## config.mk

```make
export PLATFORM = sky130hd
export DESIGN_NAME = gpb_port_slice
export DESIGN_NICKNAME = d
export VERILOG_FILES = /design/src/rtl/gpb_pin_sync.v /design/src/rtl/gpb_port_slice.v
export VERILOG_INCLUDE_DIRS = /design/src /design/src/rtl
export SDC_FILE = /design/constraint.sdc
export NUM_CORES = 1
export LEC_CHECK = 0
export BUFFER_PORTS_ARGS = -buffer_cell sky130_fd_sc_hd__clkbuf_2
export CORE_MARGIN = 2
export CORE_UTILIZATION = 48
export DETAILED_ROUTE_END_ITERATION = 8
export HOLD_SLACK_MARGIN = 0.08
export PLACE_DENSITY_LB_ADDON = 0.12
export SKIP_LAST_GASP = 1
export SLEW_MARGIN = 5
export SYNTH_ARGS = -nofsm -noshare
export SYNTH_HDL_FRONTEND = slang
export SYNTH_SLANG_ARGS = --single-unit
```

## constraint.sdc

```tcl
create_clock -name clk -period 2.5 [get_ports clk]
set_input_delay 0.125 -clock clk [delete_from_list [all_inputs] [get_ports clk]]
set_output_delay 0.125 -clock clk [all_outputs]
set_load 0.005 [all_outputs]
```

## src/rtl/gpb_map.vh

```
// Register offsets, field positions and reset values of the port slice
`ifndef GPB_MAP_VH
`define GPB_MAP_VH
// ==========================================================
// Register indices (byte address is four times the index)
`define GPB_IDX_PORTA_LATCH 8'h00
`define GPB_IDX_PORTB_LATCH 8'h01
`define GPB_IDX_PORTC_LATCH 8'h02
`define GPB_IDX_PORTB_LED 8'h0C
`define GPB_IDX_PORTA_DIR 8'h20
`define GPB_IDX_PORTB_DIR 8'h21
`define GPB_IDX_PORTC_DIR 8'h22
`define GPB_IDX_ALT_CTRL 8'h23
// ==========================================================
// Field positions in the alternate-function control register
`define GPB_ALT_SERIAL_ON 0
`define GPB_ALT_TIMER1_CHANNEL0_PIN 1
`define GPB_ALT_TIMER1_CHANNEL1_PIN 2
`define GPB_ALT_TIMER2_CHANNEL0_PIN 3
`define GPB_ALT_TIMER2_CHANNEL1_PIN 4
`define GPB_ALT_LCD_LOWER 5
`define GPB_ALT_LCD_UPPER 6
// ==========================================================
// Reset values and widths, and the ADC channel codes that claim port B pins 6 and 7
`define GPB_DIR_RESET 8'h00
`define GPB_LED_RESET 6'h00
`define GPB_ALT_RESET 7'h00
`define GPB_ADC_CH4 5'h04
`define GPB_ADC_CH5 5'h05
`endif

```

## src/rtl/gpb_pin_sync.v

```verilog
// Two-flop synchroniser for a bank of pin inputs
`timescale 1ns/10ps
module gpb_pin_sync #(
   parameter WIDTH = 8
) (
   clk,
   din,
   dout
);
   input wire clk;
   input wire [WIDTH-1:0] din;
   output reg [WIDTH-1:0] dout;

   reg [WIDTH-1:0] meta_q;

   // ==========================================================
   // Synchroniser
   // First stage read only by the second; no reset so pins never glitch it
   always @(posedge clk)
   begin
      meta_q <= din;
      dout <= meta_q;
   end
endmodule

```

## src/rtl/gpb_port_slice.v

```verilog
// Port A/B/C general-purpose I/O slice with APB register access
`timescale 1ns/10ps
`include "gpb_map.vh"

module gpb_port_slice #(
   parameter ADDR_WIDTH = 12
) (
   clk,
   sys_rst,
   psel,
   penable,
   pwrite,
   paddr,
   pwdata,
   prdata,
   pready,
   pslverr,
   portAIn,
   portAOut,
   portAOe,
   portBIn,
   portBOut,
   portBOe,
   portBHighSink,
   portBAnalog,
   portCIn,
   portCOut,
   portCOe,
   serialTxData,
   serialRxData,
   timerChanOut,
   timerChanOe,
   timerChanIn,
   analogChannelSelect,
   lcdFrontplaneOut
);
   input wire clk;
   input wire sys_rst;
   input wire psel;
   input wire penable;
   input wire pwrite;
   input wire [ADDR_WIDTH-1:0] paddr;
   input wire [31:0] pwdata;
   output reg [31:0] prdata;
   output wire pready;
   output wire pslverr;
   input wire [7:0] portAIn;
   output reg [7:0] portAOut;
   output reg [7:0] portAOe;
   input wire [7:0] portBIn;
   output reg [7:0] portBOut;
   output reg [7:0] portBOe;
   output reg [7:0] portBHighSink;
   output reg [1:0] portBAnalog;
   input wire [7:0] portCIn;
   output reg [7:0] portCOut;
   output reg [7:0] portCOe;
   input wire serialTxData;
   output reg serialRxData;
   input wire [3:0] timerChanOut;
   input wire [3:0] timerChanOe;
   output reg [3:0] timerChanIn;
   input wire [4:0] analogChannelSelect;
   input wire [7:0] lcdFrontplaneOut;

   // ==========================================================
   // Storage
   reg [7:0] portALatch_q;
   reg [7:0] portBLatch_q;
   reg [7:0] portCLatch_q;
   reg [7:0] portADir_q;
   reg [7:0] portBDir_q;
   reg [7:0] portCDir_q;
   reg [5:0] portBLed_q;
   reg [6:0] altCtrl_q;
   reg [31:0] readData_d;
   reg mapped_d;
   wire [7:0] pinASync;
   wire [7:0] pinBSync;
   wire [7:0] pinCSync;
   wire [9:0] regIndex;
   wire wrEn;
   wire rdEn;
   wire serialOn;
   wire [3:0] timerOwn;
   wire [1:0] analogOwn;
   wire [7:0] lcdOwn;
   reg [7:0] bOwned;
   integer i;

   // ==========================================================
   // Pin synchronisers, one instance shared by all 24 pins of the three ports
   gpb_pin_sync #(.WIDTH(24)) uPinSync (
      .clk(clk),
      .din({portCIn, portBIn, portAIn}),
      .dout({pinCSync, pinBSync, pinASync})
   );

   // ==========================================================
   // APB decode: zero-wait slave, unmapped address flagged by pslverr
   assign regIndex = paddr[ADDR_WIDTH-1:2];
   assign pready = 1'b1;
   assign wrEn = psel & penable & pwrite;
   assign rdEn = psel & penable & ~pwrite;
   assign pslverr = psel & penable & ~mapped_d;

   // Alternate function ownership seen by port logic
   assign serialOn = altCtrl_q[`GPB_ALT_SERIAL_ON];
   assign timerOwn = altCtrl_q[`GPB_ALT_TIMER2_CHANNEL1_PIN:`GPB_ALT_TIMER1_CHANNEL0_PIN];
   assign analogOwn[0] = (analogChannelSelect == `GPB_ADC_CH4);
   assign analogOwn[1] = (analogChannelSelect == `GPB_ADC_CH5);
   assign lcdOwn = {{4{altCtrl_q[`GPB_ALT_LCD_UPPER]}},
                    {4{altCtrl_q[`GPB_ALT_LCD_LOWER]}}};

   // ==========================================================
   // Control registers with reset; direction bits start as inputs
   always @(posedge clk)
   begin
      if (sys_rst)
      begin
         portADir_q <= `GPB_DIR_RESET;
         portBDir_q <= `GPB_DIR_RESET;
         portCDir_q <= `GPB_DIR_RESET;
         portBLed_q <= `GPB_LED_RESET;
         altCtrl_q <= `GPB_ALT_RESET;
      end
      else if (wrEn)
      begin
         case (regIndex)
            {2'b00, `GPB_IDX_PORTA_DIR}: portADir_q <= pwdata[7:0];
            {2'b00, `GPB_IDX_PORTB_DIR}: portBDir_q <= pwdata[7:0];
            {2'b00, `GPB_IDX_PORTC_DIR}: portCDir_q <= pwdata[7:0];
            {2'b00, `GPB_IDX_PORTB_LED}: portBLed_q <= pwdata[5:0];
            {2'b00, `GPB_IDX_ALT_CTRL}: altCtrl_q <= pwdata[6:0];
            default: ;
         endcase
      end
   end

   // ==========================================================
   // Data latches: no reset, so contents survive a system reset
   always @(posedge clk)
   begin
      if (wrEn)
      begin
         case (regIndex)
            {2'b00, `GPB_IDX_PORTA_LATCH}: portALatch_q <= pwdata[7:0];
            {2'b00, `GPB_IDX_PORTB_LATCH}: portBLatch_q <= pwdata[7:0];
            {2'b00, `GPB_IDX_PORTC_LATCH}: portCLatch_q <= pwdata[7:0];
            default: ;
         endcase
      end
   end

   // ==========================================================
   // Read mux ignores ownership; output pins read the latch, input pins read the pad through the synchroniser
   always @*
   begin
      readData_d = 32'h00000000;
      mapped_d = 1'b1;
      case (regIndex)
         {2'b00, `GPB_IDX_PORTA_LATCH}:
            readData_d[7:0] = (portADir_q & portALatch_q) | (~portADir_q & pinASync);
         {2'b00, `GPB_IDX_PORTB_LATCH}:
            readData_d[7:0] = (portBDir_q & portBLatch_q) | (~portBDir_q & pinBSync);
         {2'b00, `GPB_IDX_PORTC_LATCH}:
            readData_d[7:0] = (portCDir_q & portCLatch_q) | (~portCDir_q & pinCSync);
         {2'b00, `GPB_IDX_PORTB_LED}:
            readData_d[7:0] = {2'b00, portBLed_q};
         {2'b00, `GPB_IDX_PORTA_DIR}: readData_d[7:0] = portADir_q;
         {2'b00, `GPB_IDX_PORTB_DIR}: readData_d[7:0] = portBDir_q;
         {2'b00, `GPB_IDX_PORTC_DIR}: readData_d[7:0] = portCDir_q;
         {2'b00, `GPB_IDX_ALT_CTRL}: readData_d[6:0] = altCtrl_q;
         default: mapped_d = 1'b0;
      endcase
   end

   // Read data driven only during a read access; zero otherwise keeps the bus quiet
   always @*
   begin
      prdata = rdEn ? readData_d : 32'h00000000;
   end

   // ==========================================================
   // Port A and C pad drive; C nibbles may belong to the LCD
   always @*
   begin
      portAOut = portALatch_q;
      portAOe = portADir_q;
      for (i = 0; i < 8; i = i + 1)
      begin
         if (lcdOwn[i])
         begin
            portCOut[i] = lcdFrontplaneOut[i];
            portCOe[i] = 1'b1;
         end
         else
         begin
            portCOut[i] = portCLatch_q[i];
            portCOe[i] = portCDir_q[i];
         end
      end
   end

   // ==========================================================
   // Port B pad drive with alternate function overrides
   // Serial wins over everything on B0/B1; timers and analog own the rest
   always @*
   begin
      bOwned = {analogOwn, timerOwn, serialOn, serialOn};
      portBOut = portBLatch_q;
      portBOe = portBDir_q;
      portBAnalog = analogOwn;
      if (serialOn)
      begin
         portBOut[0] = serialTxData;
         portBOe[0] = 1'b1;
         portBOut[1] = 1'b0;
         portBOe[1] = 1'b0;
      end
      for (i = 0; i < 4; i = i + 1)
      begin
         if (timerOwn[i])
         begin
            portBOut[i+2] = timerChanOut[i];
            portBOe[i+2] = timerChanOe[i];
         end
      end
      for (i = 0; i < 2; i = i + 1)
      begin
         if (analogOwn[i])
         begin
            portBOut[i+6] = 1'b0;
            portBOe[i+6] = 1'b0;
         end
      end
      // High sink only on an actively driven output pin
      portBHighSink = 8'h00;
      for (i = 0; i < 6; i = i + 1)
      begin
         portBHighSink[i] = portBLed_q[i] & portBDir_q[i] & ~bOwned[i];
      end
      if (serialOn)
      begin
         portBHighSink[0] = portBLed_q[0];
      end
   end

   // ==========================================================
   // Alternate inputs take the synchronised pad level
   always @*
   begin
      serialRxData = serialOn ? pinBSync[1] : 1'b1;
      timerChanIn = pinBSync[5:2];
   end
endmodule

```

==> results of run 1 <==
[what timing repair did]
action,4_1_cts,5_1_grt
hold buffers,27,0
setup buffers,0,0
endpoints found under the setup margin,0,1
gates resized for setup,0,1
endpoints found under the hold margin,32,0
[worst min-delay path by stage]
stage          cells after the start        from  slack [ps]             endpoint
2_1_floorplan                      0  portAIn[0]         150   uPinSync.meta_q[0]
3_3_place_gp                       1  portCIn[0]         230  uPinSync.meta_q[16]
3_5_place_dp                       1  portBIn[4]         230  uPinSync.meta_q[12]
4_1_cts                            1   pwdata[2]          80      portCLatch_q[2]
5_1_grt                            1   pwdata[0]          80      portCLatch_q[0]
6_report                           1   pwdata[0]          90          portAOut[0]
[through the flow]
stage	area [um^2]	cells	setup WS (ps)	utilization (%)	power, mW
6_report	5890	735	193	61.1	3.02
3_5_place_dp	5450	692	403	56.6	2.09
4_1_cts	5890	735	218	61.1	3.04
5_1_grt	5890	735	67.9	61.1	3.14
2_1_floorplan	4810	455	424	-	2.02
3_3_place_gp	5450	692	425	56.6	2.08
[routing by layer]
| layer | vias to the layer above | track usage [%] | wire, um |
|---|---|---|---|
| li1 | 1803 | - | - |
| met1 | 1742 | 30.1 | 5140 |
| met2 | 146 | 35.4 | 5540 |
| met3 | 17 | 4.95 | 816 |
| met4 | 0 | 7.09 | 196 |
| met5 | - | 0 | 0 |
[cell type report]
class	count	area [um^2]	area share, %
clock buffer	11	131	2.23
clock inverter	5	35.0	0.595
inverter	7	26.3	0.446
multi-input combinational	289	2030	34.4
sequential	109	2420	41.1
tap	133	166	2.82
timing repair buffer	181	1080	18.4
[synth_stat cells (3+ instances only)]
master | number | area share, %
mux2_2 | 21 | 5.0
and2_1 | 5 | 0.66
nor2_1 | 34 | 2.7
buf_6 | 4 | 0.96
dfxtp_1 | 85 | 36
or2_2 | 11 | 1.5
or3_1 | 3 | 0.40
nor2b_1 | 4 | 0.53
nand2_1 | 11 | 0.88
buf_2 | 3 | 0.32
or3b_2 | 10 | 1.9
nor3b_1 | 5 | 0.80
clkbuf_1 | 11 | 0.88
a2111oi_0 | 4 | 0.74
edfxtp_1 | 24 | 15
buf_4 | 31 | 4.9
a21oi_1 | 16 | 1.7
o21a_1 | 3 | 0.48
nand2b_1 | 26 | 3.5
nor3_1 | 3 | 0.32
o2bb2ai_1 | 4 | 0.74
a22oi_1 | 4 | 0.64
o21ai_0 | 21 | 2.2
mux2i_1 | 42 | 8.9
nand4_2 | 3 | 0.80
inv_1 | 7 | 0.56
[registers in the layout, indices dropped and copies added, names as in the netlist]
signal / count
altCtrl_q: 7
uPinSync.meta_q: 24
portBDir_q: 8
portCDir_q: 8
uPinSync.dout: 24
portCLatch_q: 8
portBLatch_q: 8
portAOe: 8
portBLed_q: 6
portAOut: 8
[critical path: cells and delay by family (launching register included)]
kind                   cells  cell delay [ps]
and+or+nand+nor            1              460
AOI/OAI and AO/OA          3              860
buffers and inverters      1              150
DFF                        1              350
[cells by family (layout without fill, tap and decap cells)]
| kind of cell | after synthesis | in the layout | synth area share (%) |
|---|---|---|---|
| buffers and inverters | 57 | 204 | 7.72 |
| AO/OA/AOI/OAI | 66 | 66 | 9.08 |
| other | 2 | 27 | 0.159 |
| flip-flops | 109 | 109 | 51.4 |
| AND/OR/NAND/NOR | 133 | 133 | 17.7 |
| multiplexers | 63 | 63 | 13.9 |
[power by group]
| group | switching, mW | leakage [nW] | internal (mW) | total, mW |
|---|---|---|---|---|
| sequential | 0.0110 | 0.918 | 1.84 | 1.85 |
| combinational | 0.125 | 1.66 | 0.109 | 0.234 |
| clock | 0.571 | 0.0853 | 0.366 | 0.937 |
==> reports/results.ini, run 1 <==
[yosys]
ys_seq_area_share_pct = 51.4
ys.flop_type = dfxtp_1
synth_edf_count = 24
synthArstFlopShare_pct = 0
netlist_area_um2 = 4710
yosysUniqueCellTypes = 51
avgSynthCellArea_um2 = 11.0
ys_ff_latch = 109
ys_warn_count = 0
synthCells = 430

[critical_path]
cp_cell_sequence = or3b_2 > a2111oi_1 > o21ai_0 > a21oi_1 > clkbuf_2
worstPathArrival_ps = 2180
rr_startpoint = altCtrl_q[6]
cp_data_required_time_ps = 2380
r2r_cells = 2
endpoint_kind = primary output
worst_r2r_endpoint = altCtrl_q[6]
worstSetupPathType = reg -> out
startpoint = portCDir_q[3]
critical_path.endpoint = prdata[3]
crit_path_top_delay_cell = or3b_2
cp-start-kind = flip-flop
cp_max_fo = 4
critical_path.max_stage_delay_ps = 460
rrSetupSlack_ps = 1610

[timing]
clock-skew-final_ps = 1.11
holdWs_ps = 85.4
fin_crit_ps = 2310
tightest_slew_ps = 795
setup_tns_ps = 0
max_freq_mhz = 434
rsz0062_at_grt = no
period_share_pct = 92.3
hold_violations = 0
report.final.slew_viol_count = 0
relSlewSlack_pct = 47.0
setup_viol = 0

[finish]
drive_above_1_share_pct = 36.7
nNetsFinal = 692
antenna_cells = 0
layout_commonest_cell = clkbuf_2
fill_cells = 872
final_cell_mix = 138 x clkbuf_2, 85 x dfxtp_1, 42 x mux2i_1
syn2layout_area_growth_pct = 25.0

[detailed_routing]
wl_per_cell_um = 15.9
dr_total_vias = 3708
drtIter0Drc = 153
drc_errors = 0
wirelength_um = 11700
drtPass1Iterations = 4
ant_nets = 0
vias_per_cell = 5.04

[placed_design]
port_buffers = 138
place_congestion = 0.850
dpl.hpwl_um = 8640

[global_routing]
grt_pass1_vias = 3314
grt_max_degree = 45
grt-ovfl-total = 0
antenna_found_initial = 0
grt_pass1_wl_um = 17600
grt.total_usage_pct = 22.2

[cts]
cts.clk_slew.worst_paths_ps = 100
cts_root_buffer = clkbuf_8
insertion_delay_ps = 360
cts_tree = built
ctsHtreeMaxLevel = 3
clk_path_buf_depth = 2
cts.sinks = 109
cts_buffers = 9

[pwr]
power.density_nw_per_um2 = 512
ir_drop_mv = 0.371
p_leak_nw = 2.67

[floorplan]
die_h_um = 103
ios = 192
die_area_um2 = 10600
coreArea_um2 = 9640
die_width_um = 103
start_util_pct = 48.9
core.rowCount = 36

[min_path]
hp-class = in -> reg

[job]
drv_cap = 0

[outcome]
status = complete, no violations

(Power assumes the default switching activity.)
==> run 2: changes to the inputs <==
--- a/config.mk
+++ b/config.mk
@@ -8,7 +8,7 @@
 export LEC_CHECK = 0
 export BUFFER_PORTS_ARGS = -buffer_cell sky130_fd_sc_hd__clkbuf_2
 export CORE_MARGIN = 2
-export CORE_UTILIZATION = 48
+export CORE_UTILIZATION = 30
 export DETAILED_ROUTE_END_ITERATION = 8
 export HOLD_SLACK_MARGIN = 0.08
 export PLACE_DENSITY_LB_ADDON = 0.12
==> constraint.sdc (replaced) <==
create_clock -name clk -period 2.6 [get_ports clk]
set_input_delay 0.13 -clock clk [delete_from_list [all_inputs] [get_ports clk]]
set_output_delay 0.13 -clock clk [all_outputs]
set_load 0.005 [all_outputs]
==> reports/results.ini, run 2 (same netlist as run 1, synthesis figures left out) <==
[outcome]
status = complete, no violations

[critical_path]
cp_num_buf_inv = 2  ; +1
cp_data_required_time_ps = 2470  ; +90 ps
cp-start-kind = primary input
worstSetupPathType = in -> out
critical_path.max_stage_delay_ps = 530  ; +70 ps
worstPathArrival_ps = 2090  ; -90 ps
crit_path_top_delay_cell = nor4b_1
path_delay_family = simple AND/OR/NAND/NOR gates
crit_top_cell = clkbuf_2
endpoint_kind = primary output
cp_cell_sequence = clkbuf_2 > nor3_1 > nor4b_1 > a32oi_1 > a41oi_1 > clkbuf_2
cp_max_fo = 30  ; +26

[placed_design]
dpl.hpwl_um = 10000  ; +16%
place_congestion = 0.817  ; -3.9%
port_buffers = 138  ; unchanged
postPlaceCellArea_um2 = 5540  ; +1.5%
dpl.cell_count = 768  ; +11%

[global_routing]
grt_pass1_wl_um = 20600  ; +17%
grt.total_usage_pct = 16.8  ; -5.4 points
antenna_found_initial = 0  ; unchanged
grt-ovfl-total = 0  ; unchanged
grt_max_degree = 45  ; unchanged
grt_pass1_vias = 3600  ; +8.6%

[timing]
relSlewSlack_pct = 39.3  ; -7.7 points
report.final.slew_viol_count = 0  ; unchanged
fin_crit_ps = 2220
max_freq_mhz = 451
period_share_pct = 85.3
rsz0062_at_grt = no
hold_violations = 0  ; unchanged
clock-skew-final_ps = 7.77  ; +6.65 ps
setup_tns_ps = 0  ; unchanged
setup_viol = 0  ; unchanged
tightest_slew_ps = 910  ; +115 ps

[floorplan]
die_h_um = 129  ; +25%
die_area_um2 = 16700  ; +57%
core.rowCount = 45  ; +25%
die_width_um = 129  ; +25%
ios = 192  ; unchanged
start_util_pct = 30.9  ; -18 points
coreArea_um2 = 15300  ; +58%

[cts]
ctsHtreeMaxLevel = 3  ; unchanged
clk_path_buf_depth = 2  ; unchanged
cts_buffers = 9  ; unchanged
cts.sinks = 109  ; unchanged
cts_tree = built
cts_root_buffer = clkbuf_16
postCtsResizedCells = 0  ; unchanged
insertion_delay_ps = 360  ; about the same
cts.clk_slew.worst_paths_ps = 70  ; -30 ps

[finish]
layout_commonest_cell = clkbuf_2
ff_latch_area_um2 = 2420  ; unchanged
stdcell_count = 810  ; +10%
largest_registers = uPinSync.dout (24), uPinSync.meta_q (24)
stdcell_area_um2 = 6090  ; +3.4%
syn2layout_area_growth_pct = 29.3
nNetsFinal = 689  ; -0.43%
antenna_cells = 0  ; unchanged
final_cell_mix = 138 x clkbuf_2, 85 x dfxtp_1, 42 x mux2i_1
multi_input_area_um2 = 2030  ; about the same
drive_above_1_share_pct = 36.9  ; +0.18 points
fill_cells = 1509  ; +73%

[detailed_routing]
ant_nets = 0  ; unchanged
drtIter0Drc = 240  ; +57%
drtPass1Iterations = 4  ; unchanged
vias_per_cell = 4.54  ; -10%
wirelength_um = 13800  ; +18%
dr_total_vias = 3678  ; -0.81%
wl_per_cell_um = 17.0  ; +7.0%
drc_errors = 0  ; unchanged

[job]
drv_cap = 0  ; unchanged

[min_path]
hp-class = in -> reg

[pwr]
power.density_nw_per_um2 = 559  ; +9.1%
p_leak_nw = 2.72  ; +2.0%
ir_drop_mv = 0.368  ; -0.97%

[run 2: layout make-up]
type	count	area share, %
multi-input combinational	289	33.3
tap	211	4.33
clock buffer	9	3.70
sequential	109	39.8
clock inverter	7	1.19
timing repair buffer	178	17.3
inverter	7	0.431
[run 2: worst paths after layout]
kind / slack [ps] / from / end / cells after the start
worst max-delay path: 380 / paddr[7] / prdata[2] / 6
worst min-delay path: 80 / pwdata[1] / portBLatch_q[1] / 1
worst max register to register: 1620 / altCtrl_q[5] / altCtrl_q[5] / 3
worst min register to register: 320 / uPinSync.meta_q[1] / uPinSync.dout[1] / 0
[run 2: through the flow]
step                setup slack (ps)  hold WS [ps]  util (%)  total power [mW]
finish                           383          81.2      39.9              3.41
global route                     200          84.9      39.9              3.55
CTS                              365          81.5      39.9              3.45
detailed placement               376           234      36.3              2.02
global placement                 450           232      36.3              2.01
floorplan                        519           158         -              1.94
[run 2: routing by layer]
layer / GRT usage [%] / vias to the layer above / part of all wire (%)
met5: 0 / - / 0
met1: 23.1 / 1728 / 48
li1: - / 1801 / -
met4: 4.73 / 0 / 1.3
met3: 4.34 / 13 / 6.2
met2: 26.0 / 136 / 45
[run 2: report_power, final]
part / switching (mW) / leakage [nW] / internal [mW]
registers: 0.00977 / 0.918 / 1.77
logic: 0.126 / 1.65 / 0.104
clock network: 0.649 / 0.149 / 0.753
total: 0.785 / 2.72 / 2.62
[run 2: repair_timing]
item	CTS	global route
setup buffers	0	0
hold buffers	26	0
hold endpoints to repair	30	0
